--- src/common/afs_pkg.sv ---
package afs_pkg;

	// Serial word layout
	localparam int unsigned WORD_W     = 16;
	localparam int unsigned RESULT_W   = 12;
	localparam int unsigned FIFO_DEPTH = 8;
	localparam int unsigned FIFO_CNT_W = 4;

	// Command nibbles and special words
	localparam logic [3:0]  CMD_CONFIG    = 4'hA;
	localparam logic [3:0]  CMD_SLEEP     = 4'h8;
	localparam logic [3:0]  CMD_READ_CFG  = 4'h9;
	localparam logic [3:0]  CMD_READ_FIFO = 4'hE;
	localparam logic [15:0] WORD_HOST_SEL = 16'hA000;
	localparam logic [15:0] WORD_SW_SLEEP = 16'h8000;

	// Configuration word fields and reset value
	localparam int unsigned CFG_THR_LSB  = 0;
	localparam int unsigned CFG_DIV_BIT  = 2;
	localparam int unsigned CFG_SEQ_LSB  = 3;
	localparam int unsigned CFG_MODE_LSB = 5;
	localparam int unsigned CFG_EXT_BIT  = 7;
	localparam logic [11:0] CFG_RESET    = 12'h000;

	// Conversion modes
	localparam logic [1:0] MODE_SINGLE = 2'b00;
	localparam logic [1:0] MODE_REPEAT = 2'b01;
	localparam logic [1:0] MODE_SWEEP  = 2'b10;
	localparam logic [1:0] MODE_RSWEEP = 2'b11;

	// Conversion timing in serial clocks
	localparam logic [5:0] CONV_CLOCKS   = 6'h0E;
	localparam logic [5:0] CONV_OVERHEAD = 6'h04;

	// Power-down recovery time
	localparam int unsigned CLK_PERIOD_NS   = 40;
	localparam int unsigned RECOVERY_MS     = 20;
	localparam int unsigned RECOVERY_CYCLES =
		RECOVERY_MS * 1000000 / CLK_PERIOD_NS;

	typedef enum logic {CONV_IDLE, CONV_RUN} afs_conv_type;

	// Entries that raise the interrupt, per threshold code
	function automatic logic [3:0] thrCount(input logic [1:0] sel);
		case (sel)
			2'b00: thrCount = 4'h8;
			2'b01: thrCount = 4'h6;
			2'b10: thrCount = 4'h4;
			default: thrCount = 4'h2;
		endcase
	endfunction

	// Serial clocks per conversion: overhead plus 14 per divider step
	function automatic logic [5:0] convLength(input logic divTwo);
		convLength = divTwo ? CONV_OVERHEAD + CONV_CLOCKS + CONV_CLOCKS
			: CONV_OVERHEAD + CONV_CLOCKS;
	endfunction

	// Channel of a sweep sequence step
	function automatic logic [2:0] seqChan(input logic [1:0] sel,
		input logic [2:0] idx);
		case (sel)
			2'b00: seqChan = {1'b0, idx[1:0]};
			2'b01: seqChan = idx;
			2'b10: seqChan = {idx[1:0], 1'b0};
			default: seqChan = {idx[1:0], 1'b1};
		endcase
	endfunction

endpackage

--- src/verilog/afs_sequencer.sv ---
`timescale 1ns/1ps

module afs_fifo #(
	parameter int unsigned WIDTH = 12,
	parameter int unsigned DEPTH = 8
) (
	// Clock and reset
	input  wire logic                       ref_clk,
	input  wire logic                       rst,
	// Control
	input  wire logic                       flush,
	output logic      [$clog2(DEPTH):0]     count,
	// Fill side
	input  wire logic                       inValid,
	input  wire logic [WIDTH-1:0]           inData,
	output logic                            inReady,
	// Drain side
	output logic                            outValid,
	output logic      [WIDTH-1:0]           outData,
	input  wire logic                       outReady
);
	localparam int unsigned PW = $clog2(DEPTH);
	logic [WIDTH-1:0] mem [DEPTH];
	logic [PW-1:0]    rdPtr, wrPtr, next_rdPtr, next_wrPtr;
	logic [PW:0]      next_count;
	logic             push, pop;

	assign inReady  = (count != DEPTH[PW:0]);
	assign outValid = (count != '0);
	assign outData  = mem[rdPtr];
	assign push     = inValid && (inReady || flush);
	assign pop      = outReady && outValid && !flush;

	// Pointer arithmetic; a flush in the same cycle as a push keeps the push
	always_comb begin
		next_rdPtr = pop ? rdPtr + 1'b1 : rdPtr;
		next_wrPtr = push ? wrPtr + 1'b1 : wrPtr;
		next_count = count + PW'(push) - PW'(pop);
		if (flush) begin
			next_rdPtr = '0;
			next_wrPtr = push ? PW'(1) : '0;
			next_count = push ? (PW+1)'(1) : '0;
		end
	end

	always_ff @(posedge ref_clk or posedge rst) begin
		if (rst) begin
			rdPtr <= '0;
			wrPtr <= '0;
			count <= '0;
		end else begin
			rdPtr <= next_rdPtr;
			wrPtr <= next_wrPtr;
			count <= next_count;
		end
	end

	// Storage has no reset, only the pointers matter
	always_ff @(posedge ref_clk) begin
		if (push)
			mem[flush ? '0 : wrPtr] <= inData;
	end
endmodule // afs_fifo

module afs_sequencer #(
	parameter int unsigned RECOVERY_CYCLES = afs_pkg::RECOVERY_CYCLES
) (
	// Clock and reset
	input  wire logic        ref_clk,
	input  wire logic        rst,
	// Serial link
	input  wire logic        sclk,
	input  wire logic        chipSelN,
	input  wire logic        frameSync,
	input  wire logic        csAsFrame,
	input  wire logic        serialIn,
	output logic             serialOut,
	output logic             serialOutEnN,
	// Conversion and sleep controls
	input  wire logic        conversionTriggerN,
	input  wire logic        hwSleepPin,
	// Analog core
	input  wire logic [11:0] adcResult,
	output logic      [2:0]  sampleChannel,
	output logic             converterOn,
	output logic             referenceOn,
	// Status
	output logic             intN,
	output logic             firstResultInvalid,
	output logic             recovered,
	output logic             hostSelected,
	output logic      [11:0] configWord
);
	afs_pkg::afs_conv_type convState, next_convState;
	logic        sclkQ, csQ, fsQ, trigQ;
	logic [3:0]  bitCnt, next_bitCnt;
	logic [15:0] inShift, next_inShift, outShift, next_outShift;
	logic        driving, next_driving, intServe, next_intServe;
	logic        intActive, next_intActive, intPending, next_intPending;
	logic        armed, next_armed, stale, next_stale;
	logic        swSleep, next_swSleep, wakeFirst, next_wakeFirst;
	logic [2:0]  chan, next_chan, seqIdx, next_seqIdx;
	logic [2:0]  next_sampleChannel;
	logic [5:0]  convCnt, next_convCnt;
	logic [11:0] lastResult, next_lastResult, next_configWord;
	logic [19:0] recovCnt, next_recovCnt;
	logic        next_firstInvalid, next_hostSelected;
	logic        sclkRise, sampleEdge, frameStart, csRise, trigRise;
	logic        inFrame, awake, wordDone, cfgWrite, convDone, fifoMode;
	logic        fifoPush, fifoPop, fifoFlush, fifoInReady, fifoOutValid;
	logic [15:0] word;
	logic [3:0]  nibble, fifoCount;
	logic [11:0] fifoHead;
	logic [1:0]  mode;

	// Edge detection; inputs are already synchronous to ref_clk
	assign sclkRise   = sclk && !sclkQ;
	assign sampleEdge = csAsFrame ? sclkRise : (!sclk && sclkQ);
	assign inFrame    = !chipSelN;
	assign frameStart = (inFrame && csQ) || (frameSync && !fsQ && inFrame);
	assign csRise     = chipSelN && !csQ;
	assign trigRise   = conversionTriggerN && !trigQ;
	assign awake      = !swSleep && !hwSleepPin;
	assign mode       = configWord[afs_pkg::CFG_MODE_LSB +: 2];
	assign fifoMode   = (mode != afs_pkg::MODE_SINGLE);
	assign word       = {inShift[14:0], serialIn};
	assign nibble     = {inShift[2:0], serialIn};
	assign wordDone   = sampleEdge && inFrame && (bitCnt == 4'hF);
	assign cfgWrite   = wordDone && (word[15:12] == afs_pkg::CMD_CONFIG)
		&& (word != afs_pkg::WORD_HOST_SEL);
	assign convDone   = (convState == afs_pkg::CONV_RUN) && sclkRise
		&& (convCnt + 6'h01 == afs_pkg::convLength(
		configWord[afs_pkg::CFG_DIV_BIT]));
	assign fifoPush   = convDone && fifoMode;
	assign fifoPop    = wordDone && fifoMode
		&& (word[15:12] == afs_pkg::CMD_READ_FIFO) && driving;
	// Stale data is dropped when the next result arrives; a config write or sleep flushes everything
	assign fifoFlush  = cfgWrite || !awake
		|| (stale && fifoPush);

	// Pin-facing outputs; the converter sleeps when idle, deselected and not triggered
	assign serialOut    = outShift[15];
	assign serialOutEnN = !(driving && inFrame);
	assign intN         = !intActive;
	assign referenceOn  = awake;
	assign converterOn  = awake && (inFrame || !conversionTriggerN
		|| convState == afs_pkg::CONV_RUN);
	assign recovered    = (recovCnt == '0);

	// Result FIFO, depth fixed at eight entries
	afs_fifo #(
		.WIDTH (afs_pkg::RESULT_W),
		.DEPTH (afs_pkg::FIFO_DEPTH)
	) u_fifo (
		.ref_clk  (ref_clk),
		.rst      (rst),
		.flush    (fifoFlush),
		.count    (fifoCount),
		.inValid  (fifoPush),
		.inData   (adcResult),
		.inReady  (fifoInReady),
		.outValid (fifoOutValid),
		.outData  (fifoHead),
		.outReady (fifoPop)
	);

	// Next state of link, conversion and power logic
	always_comb begin
		next_bitCnt = bitCnt;
		next_inShift = inShift;
		next_outShift = outShift;
		next_driving = driving && inFrame;
		next_intServe = intServe;
		next_intActive = intActive;
		next_intPending = intPending;
		next_armed = armed;
		next_stale = stale && !fifoFlush;
		next_swSleep = swSleep;
		next_wakeFirst = wakeFirst;
		next_chan = chan;
		next_seqIdx = seqIdx;
		next_sampleChannel = sampleChannel;
		next_convState = convState;
		next_convCnt = convCnt;
		next_lastResult = lastResult;
		next_configWord = configWord;
		next_firstInvalid = firstResultInvalid;
		next_hostSelected = hostSelected;
		next_recovCnt = (recovCnt != '0) ? recovCnt - 20'h0_0001 : recovCnt;
		// Frame start preloads the likely read data
		if (frameStart) begin
			next_bitCnt = '0;
			next_outShift = {fifoMode ? fifoHead : lastResult, 4'h0};
			next_driving = !fifoMode || fifoOutValid;
			next_intActive = 1'b0;
			next_intServe = intPending;
			next_intPending = 1'b0;
			if (swSleep) begin
				next_swSleep = 1'b0;
				next_recovCnt = 20'(RECOVERY_CYCLES);
			end
		end else if (inFrame) begin
			if (sclkRise && bitCnt != 4'h0)
				next_outShift = {outShift[14:0], 1'b0};
			if (sampleEdge) begin
				next_inShift = word;
				next_bitCnt = bitCnt + 4'h1;
			end
			// Command known after four bits
			if (sampleEdge && bitCnt == 4'h3) begin
				next_intServe = 1'b0;
				if (nibble == afs_pkg::CMD_READ_CFG) begin
					next_outShift = {configWord, 4'h0};
					next_driving = 1'b1;
				end else if (fifoMode && nibble != afs_pkg::CMD_READ_FIFO)
					next_driving = 1'b0;
				if (intServe && nibble != afs_pkg::CMD_READ_FIFO
					&& nibble != afs_pkg::CMD_CONFIG)
					next_stale = 1'b1;
			end
		end
		// Whole word decode
		if (wordDone) begin
			if (word == afs_pkg::WORD_HOST_SEL)
				next_hostSelected = 1'b1;
			else if (cfgWrite) begin
				next_configWord = word[11:0];
				next_intActive = 1'b0;
				next_intPending = 1'b0;
				next_stale = 1'b0;
				next_seqIdx = '0;
				next_armed = word[afs_pkg::CFG_MODE_LSB + 1];
			end else if (word[15:12] == afs_pkg::CMD_SLEEP)
				next_swSleep = 1'b1;
			else if (!word[15]) begin
				next_chan = word[14:12];
				next_armed = 1'b1;
			end
		end
		// Repeat sweep rearms once the host has drained the FIFO
		if (fifoPop && fifoCount == 4'h1 && mode == afs_pkg::MODE_RSWEEP) begin
			next_armed = 1'b1;
			next_seqIdx = '0;
		end
		// Conversion engine, timed by the serial clock
		case (convState)
			afs_pkg::CONV_IDLE: begin
				if (armed && awake && (fifoInReady || !fifoMode)
					&& (configWord[afs_pkg::CFG_EXT_BIT]
					? (trigRise && chipSelN)
					: (fifoMode ? frameStart : csRise))) begin
					next_convState = afs_pkg::CONV_RUN;
					next_convCnt = '0;
					next_sampleChannel = mode[1]
						? afs_pkg::seqChan(configWord[afs_pkg::CFG_SEQ_LSB +: 2],
						seqIdx) : chan;
				end
			end
			afs_pkg::CONV_RUN: begin
				if (convDone) begin
					next_convState = afs_pkg::CONV_IDLE;
					next_firstInvalid = wakeFirst;
					next_wakeFirst = 1'b0;
					if (mode[1])
						next_seqIdx = seqIdx + 3'h1;
					if (!fifoMode) begin
						next_lastResult = adcResult;
						next_intActive = 1'b1;
						next_armed = 1'b0;
					end else if ((stale ? 4'h1 : fifoCount + 4'h1)
						== afs_pkg::thrCount(configWord[1:0])) begin
						next_intActive = 1'b1;
						next_intPending = 1'b1;
						next_armed = 1'b0;
					end
				end else if (sclkRise)
					next_convCnt = convCnt + 6'h01;
			end
			default: next_convState = afs_pkg::CONV_IDLE;
		endcase
		// Sleep aborts work but keeps the configuration
		if (!awake) begin
			next_convState = afs_pkg::CONV_IDLE;
			next_seqIdx = '0;
			next_intPending = 1'b0;
			next_wakeFirst = 1'b1;
			if (hwSleepPin)
				next_recovCnt = 20'(RECOVERY_CYCLES);
		end
	end

	always_ff @(posedge ref_clk or posedge rst) begin
		if (rst) begin
			sclkQ <= 1'b0;
			csQ <= 1'b1;
			fsQ <= 1'b0;
			trigQ <= 1'b1;
			bitCnt <= '0;
			inShift <= '0;
			outShift <= '0;
			driving <= 1'b0;
			intServe <= 1'b0;
			intActive <= 1'b0;
			intPending <= 1'b0;
			armed <= 1'b0;
			stale <= 1'b0;
			swSleep <= 1'b0;
			wakeFirst <= 1'b1;
			chan <= '0;
			seqIdx <= '0;
			sampleChannel <= '0;
			convState <= afs_pkg::CONV_IDLE;
			convCnt <= '0;
			lastResult <= '0;
			configWord <= afs_pkg::CFG_RESET;
			firstResultInvalid <= 1'b0;
			hostSelected <= 1'b0;
			recovCnt <= '0;
		end else begin
			sclkQ <= sclk;
			csQ <= chipSelN;
			fsQ <= frameSync;
			trigQ <= conversionTriggerN;
			bitCnt <= next_bitCnt;
			inShift <= next_inShift;
			outShift <= next_outShift;
			driving <= next_driving;
			intServe <= next_intServe;
			intActive <= next_intActive;
			intPending <= next_intPending;
			armed <= next_armed;
			stale <= next_stale;
			swSleep <= next_swSleep;
			wakeFirst <= next_wakeFirst;
			chan <= next_chan;
			seqIdx <= next_seqIdx;
			sampleChannel <= next_sampleChannel;
			convState <= next_convState;
			convCnt <= next_convCnt;
			lastResult <= next_lastResult;
			configWord <= next_configWord;
			firstResultInvalid <= next_firstInvalid;
			hostSelected <= next_hostSelected;
			recovCnt <= next_recovCnt;
		end
	end
endmodule // afs_sequencer

--- config.mk ---
export PLATFORM = sky130hd
export DESIGN_NAME = afs_sequencer
export DESIGN_NICKNAME = d
export VERILOG_FILES = /design/src/common/afs_pkg.sv /design/src/verilog/afs_sequencer.sv
export SDC_FILE = /design/constraint.sdc
export NUM_CORES = 1
export LEC_CHECK = 0
export BUFFER_PORTS_ARGS = -buffer_cell sky130_fd_sc_hd__buf_2
export CAP_MARGIN = 20
export CORE_ASPECT_RATIO = 1.25
export CORE_MARGIN = 2
export CORE_UTILIZATION = 45
export CTS_CLUSTER_DIAMETER = 150
export DETAILED_ROUTE_END_ITERATION = 8
export HOLD_SLACK_MARGIN = 0.03
export MAX_ROUTING_LAYER = met4
export PLACE_DENSITY_LB_ADDON = 0.2
export SYNTH_ARGS = -nofsm -noshare
export SYNTH_HDL_FRONTEND = slang
export SYNTH_SLANG_ARGS = --single-unit
--- constraint.sdc ---
create_clock -name ref_clk -period 5.2 [get_ports ref_clk]
set_input_delay 0.78 -clock ref_clk [delete_from_list [all_inputs] [get_ports ref_clk]]
set_output_delay 0.78 -clock ref_clk [all_outputs]
set_load 0.03 [all_outputs]
* Word-level counts from Yosys, hierarchy flattened
Memories as Yosys holds them, arrays and structs flattened.
Cells that the tools add are included.
** Word-level totals
- Register bits after elaboration :: 119
- Bits in writable memories :: 96
- Bits of input ports :: 21
- Output and inout bits :: 23
- Word-level logic and storage cells :: 252
- Memories kept :: 1
** Memory list
- u_fifo.mem :: depth 8, bits a word 12, rd ports 1, clocked after Yosys merged registers in 0, write ports 1, RTL line afs_sequencer.sv:23 : logic [WIDTH-1:0] mem [DEPTH];
** Operators by class
- Add/sub/neg operators :: 9
- Eq/ne operators :: 25
- Mux-type cells :: 101
- Bitwise logic cells :: 8
- Reductions and logical operators :: 80
** Operators by type and width (count)
- two-way mux 20 bit :: 5
- two-way mux 16 bit :: 5
- two-way mux 1 bit :: 60
- two-way mux 3 bit :: 14
- logical AND 1 bit :: 36
- two-way mux 4 bit :: 8
- two-way mux 6 bit :: 4
- equality test 4 bit (second input constant) :: 5
- zero test 20 bit :: 1
- nonzero test 20 bit :: 1
- subtractor 20 x 1 -> 20 bit (second input constant) :: 1
- equality test 16 bit (second input constant) :: 1
- != test 16 bit (second input constant) :: 1
- zero test 1 bit :: 14
- two-way mux 12 bit :: 1
- != test 4 bit (second input constant) :: 3
- case mux 4 bit (3 select lines) :: 1
- case mux 6 bit (2 select lines) :: 1
- AND reduction 2 bit :: 6
- AND reduction 3 bit :: 4
- nonzero test 2 bit :: 5
- adder 3 x 1 -> 3 bit (second input constant) :: 3
- case mux 3 bit (3 select lines) :: 1
- adder 4 x 1 -> 4 bit (second input constant) :: 2
- other kinds (17) :: 40

* Logic depth before layout (Yosys ltp)
- Depth after elaboration :: 18
- Depth in mapped cells :: 16
- Depth with buffers taken out :: 14

* Hierarchy
A second synthesis with hierarchy kept.
** Second synthesis, totals
- Cell total of the unflattened synthesis :: 786
- Area total of the unflattened synthesis :: 10118.5 µm²
** By module, submodules not included
- afs_sequencer :: instances 1, cells each 565, area each 5733.0 µm², sequential area each 2731.4 µm²
- afs_fifo :: instances 1, cells each 221, area each 4385.5 µm², sequential area each 3133.0 µm²

* Worst setup path before layout
Ideal clock, no wire load.
- Path type :: input to register
- Start :: in hwSleepPin
- End :: mem u_fifo.mem[4][0], enable pin
- Setup time :: 396 ps
- Data arrival time :: 2874 ps
- Slack :: 1930 ps
- Cell stages on the path :: 7
- Buffers on the path :: 1
- Cell sequence :: or2_1 clkbuf_1 inv_1 o31ai_1 nor2_1 nand4_1 nor3_1
** Between the ends
- Cells in the longest elaborated chain, start to end :: 9
- Elaborated cells on any way between the ends :: 10
- Classes of those cells :: mux: 3; reduce/logical: 7
** RTL lines
- from (decl) :: RTL line afs_sequencer.sv:81 : input wire logic hwSleepPin,
- zero test 1 bit (*) :: RTL line afs_sequencer.sv:123 : assign awake = !swSleep && !hwSleepPin;
- logical AND 1 bit (*) :: RTL line afs_sequencer.sv:123
- named net referenceOn :: RTL line afs_sequencer.sv:86 : output logic referenceOn,
- zero test 1 bit (*)
- logical OR 1 bit (*) :: RTL line afs_sequencer.sv:138 : assign fifoFlush = cfgWrite || !awake
- logical OR 1 bit (*) :: RTL line afs_sequencer.sv:139 : || (stale && fifoPush);
- logical OR 1 bit :: RTL line afs_sequencer.sv:31 : assign push = inValid && (inReady || flush);
- logical AND 1 bit :: RTL line afs_sequencer.sv:31
- two-way mux 1 bit :: RTL line afs_sequencer.sv:60 : if (push)
- two-way mux 1 bit :: RTL line afs_sequencer.sv:61 : mem[flush ? '0 : wrPtr] <= inData;
- to (decl) :: RTL line afs_sequencer.sv:23
The timed path passes the listed nets; every way through them passes the cells marked *.

* Final worst setup path
- Start :: reg convCnt[0]
- End :: reg u_fifo.count[1]
** Between the ends
- Cells in the longest elaborated chain, start to end :: 11
- Elaborated cells on any way between the ends :: 13
- Classes of those cells :: add/sub: 3; eq/ne: 1; mux: 1; reduce/logical: 8
** RTL lines
- from (decl) :: RTL line afs_sequencer.sv:104 : logic [5:0] convCnt, next_convCnt;
- from (signal assigned) :: RTL line afs_sequencer.sv:339 : convCnt <= next_convCnt;
- adder 6 x 1 -> 6 bit (*) :: RTL line afs_sequencer.sv:132 : && (convCnt + 6'h01 == afs_pkg::convLength(
- equality test 6 bit (*) :: RTL line afs_sequencer.sv:132
- logical AND 1 bit (*) :: RTL line afs_sequencer.sv:132
- logical AND 1 bit (*) :: RTL line afs_sequencer.sv:134 : assign fifoPush = convDone && fifoMode;
- logical AND 1 bit :: RTL line afs_sequencer.sv:139
- logical OR 1 bit :: RTL line afs_sequencer.sv:139
- logical OR 1 bit :: RTL line afs_sequencer.sv:31
- logical AND 1 bit :: RTL line afs_sequencer.sv:31
- adder 4 x 1 -> 4 bit :: RTL line afs_sequencer.sv:38 : next_count = count + PW'(push) - PW'(pop);
- subtractor 4 x 1 -> 4 bit :: RTL line afs_sequencer.sv:38
- two-way mux 4 bit (*) :: RTL line afs_sequencer.sv:39 : if (flush) begin
- named net u_fifo.next_count[1] :: RTL line afs_sequencer.sv:25 : logic [PW:0] next_count;
- to (signal assigned) :: RTL line afs_sequencer.sv:54 : count <= next_count;
- to (decl) :: RTL line afs_sequencer.sv:12 : output logic [$clog2(DEPTH):0] count,
Marks and branches as above.
A chain may end at the register's enable or synchronous reset.

==> qor.txt <==
Crit-path slowest cell -> fa_1
Wirelength per Cell -> 20.2 µm
initial core utilization -> 46.2%
initial antenna violation count -> 0
Setup Buffers After CTS -> 0
Reg-to-Reg Start -> convCnt[0]
TritonRoute pass-1 iters -> 5
Non-Filler Instances -> 1107
initial DRC count -> 393
Cells after Synth -> 766
CP Max Fanout -> 9
worst-path cell chain -> ha_1, nand3_1, xor2_1, o2111a_1, o21a_1, a21o_1, nor2_1, ha_1, inv_1, ha_1, fa_1, inv_1, nor2_1
GR Overflow Total -> 0
post-layout instance area -> 11200 µm²
hpwl dp -> 15200 µm
Pleak -> 4.53 nW
H-tree levels -> 1
slowest stage delay, CP -> 0.49 ns
die area -> 23400 µm²
CTS root buf -> clkbuf_16
actual slew at the worst max-slew pin -> 1.07 ns
WP data required -> 5.65 ns
most frequent CP cell -> ha_1
GRT Util Overall -> 20.8%
RD Place Congestion -> 0.823
DRC Markers -> 0
CTS Sinks -> 215
r2r endpoint -> u_fifo.count[1]
CP Launch Type -> register
Worst R2R Path Depth -> 13
Worst-path clk slew -> 0.06 ns
vias -> 6207
EDFF count, synth -> 96
commonest non-fill, non-tap cells in the layout -> 116 x dfrtp_1, 96 x edfxtp_1, 65 x nor2_1, 43 x buf_2, 39 x a21oi_1
Final TNS setup -> 0 ns
largest net degree at the start of global routing -> 64
CTS tree -> done
#FFs+latches synth -> 215
row cnt -> 60
Area Growth Syn to Fin -> 12.5%
n_diodes -> 0
vias in the first global route -> 6576
unrepaired setup endpoints after global routing -> false
Mapped Area -> 9980 µm²
fmax -> 0.282 GHz
dominant synthesized flop cell -> dfrtp_1
CP startpoint -> convCnt[0]
Worst VDD drop -> 288 µV
most common cell after layout, fill and taps aside -> dfrtp_1
FFs w/ async S/R, synth -> 55.3%
reg2reg setup slack -> 1.65 ns
HP Class -> in2async
Final nets -> 852
Mapped Avg Cell Area -> 13.0 µm²
overall die height -> 171 µm
Final Hold Vio Count -> 0
fin crit period -> 3.55 ns
crit end category -> register
Critical Path AT -> 3.99 ns
first-pass GRT wire length -> 36700 µm
cts hold-fix bufs -> 0
clk_lat worst skew -> 0.52 ns
Worst Setup EP -> u_fifo.count[1]
share of cells above drive strength 1 -> 20.5%
Clock Skews -> 0.0130 ns
Setup Viol. Count Final -> 0
final period utilization -> 68.2%
status -> completed
vias per inst -> 5.61
Inserted Clock Buffers -> 25
Synth Warn # -> 0
core footprint -> 21600 µm²
P per Cell Area -> 327 nW/µm²
die width -> 137 µm
dpl cell area -> 10400 µm²
crit path kind -> reg2reg
Max Buffers Root-to-Sink -> 3
# Max-Cap Violations -> 0
Max Slew Vio Count -> 0
post-CTS sizing -> 0
detailed-route wire length -> 22300 µm
Routed Antenna Nets -> 0
placed insts -> 1056
Worst slew margin -> 28.1%
Buffers on Ports -> 43
I/O Pins -> 44
Syn Nets -> 809
Distinct cells, synth -> 76
sequential area share after synthesis -> 58.8%
-- worst max-delay path: cells and delay by family, from the launching register on --
family | cells | cell delay, ns
buffers and inverters | 2 | 0.08
adder cells (fa/ha/maj) | 4 | 1.26
AND/OR/NAND/NOR | 3 | 0.34
XOR/XNOR | 1 | 0.34
AO/OA/AOI/OAI | 3 | 0.96
flip-flops | 1 | 0.47
-- per-layer routing --
metal  vias to the layer above  routed length (µm)  global-route usage (%)
met5                         -                   0                       -
met4                         0                 595                    6.14
met3                        37                 918                    2.61
met2                       139               11500                    35.5
met1                      3107                9340                    26.1
li1                       2924                   -                       -
-- report_power, final --
group	total, mW	internal (mW)	switching, mW	leakage [nW]
combinational	0.193	0.0735	0.120	1.72
sequential	1.87	1.82	0.0484	2.43
clock	1.61	0.932	0.683	0.374
total	3.68	2.82	0.851	4.53
-- cells by family after synthesis --
kind of cell	after synthesis	share of synthesized area (%)
and+or+nand+nor	204	10.9
xor gates and xnor gates	25	2.19
buffers and inverters	75	3.17
DFF	215	58.8
muxes	98	13.8
adders and majority gates	22	2.83
AOI/OAI and AO/OA	127	8.34
-- sequential cells by signal (all words and copies together) (netlist names), 4 cells and up --
| register | count |
|---|---|
| bitCnt | 4 |
| configWord | 12 |
| convCnt | 6 |
| inShift | 15 |
| lastResult | 12 |
| outShift | 16 |
| recovCnt | 20 |
| u_fifo.count | 4 |
| u_fifo.mem | 96 |
-- area by class of cell --
class | count | area, µm²
timing repair buffer | 53 | 310
fill | 1859 | 10400
multi-input combinational | 476 | 3800
clock buffer | 28 | 637
sequential | 215 | 5860
tap | 279 | 349
clock inverter | 18 | 121
inverter | 38 | 145
-- Yosys cell counts (4+ instances only) --
cell,number,area [µm²]
edfxtp_1,96,2880
mux4_2,24,541
nor2_1,65,244
nand2_1,27,101
nand3_1,14,70.1
or3_1,8,50.1
o21ai_0,24,120
clkbuf_1,23,86.3
buf_2,7,35.0
inv_1,37,139
mux2_4,10,150
a211oi_1,13,97.6
xor2_1,7,61.3
mux2i_1,29,290
xnor2_1,18,158
nor3_1,29,145
dfrtp_1,116,2900
a22o_1,9,78.8
a211o_1,4,35.0
nor2b_1,4,25.0
a21oi_1,39,195
nor4_1,8,50.1
nand4_1,6,37.5
ha_1,21,263
mux2_1,8,90.1
a21o_1,7,52.6
o31ai_1,7,52.6
mux2_2,27,304
nand2b_1,9,56.3
nand3b_1,5,37.5
-- through the flow --
step	worst slack, ns	utilization (%)	hold WS (ns)	power, mW
after floorplan	1.27	-	0.438	2.02
after global placement	1.41	48.2	0.454	2.09
after detailed placement	1.29	48.2	0.450	2.10
after CTS	1.69	51.7	0.364	3.72
after global routing	1.42	52.0	0.362	3.83
final	1.65	52.0	0.383	3.68
-- how the worst min path moves through the flow --
| stage | startpoint | end | cells after the start |
|---|---|---|---|
| 2_1_floorplan | intPending | intServe | 2 |
| 3_3_place_gp | wakeFirst | wakeFirst | 2 |
| 3_5_place_dp | wakeFirst | wakeFirst | 2 |
| 4_1_cts | conversionTriggerN | trigQ | 1 |
| 5_1_grt | conversionTriggerN | trigQ | 1 |
| 6_report | rst | outShift[0] | 2 |
Power figures use the tool's default switching activity.
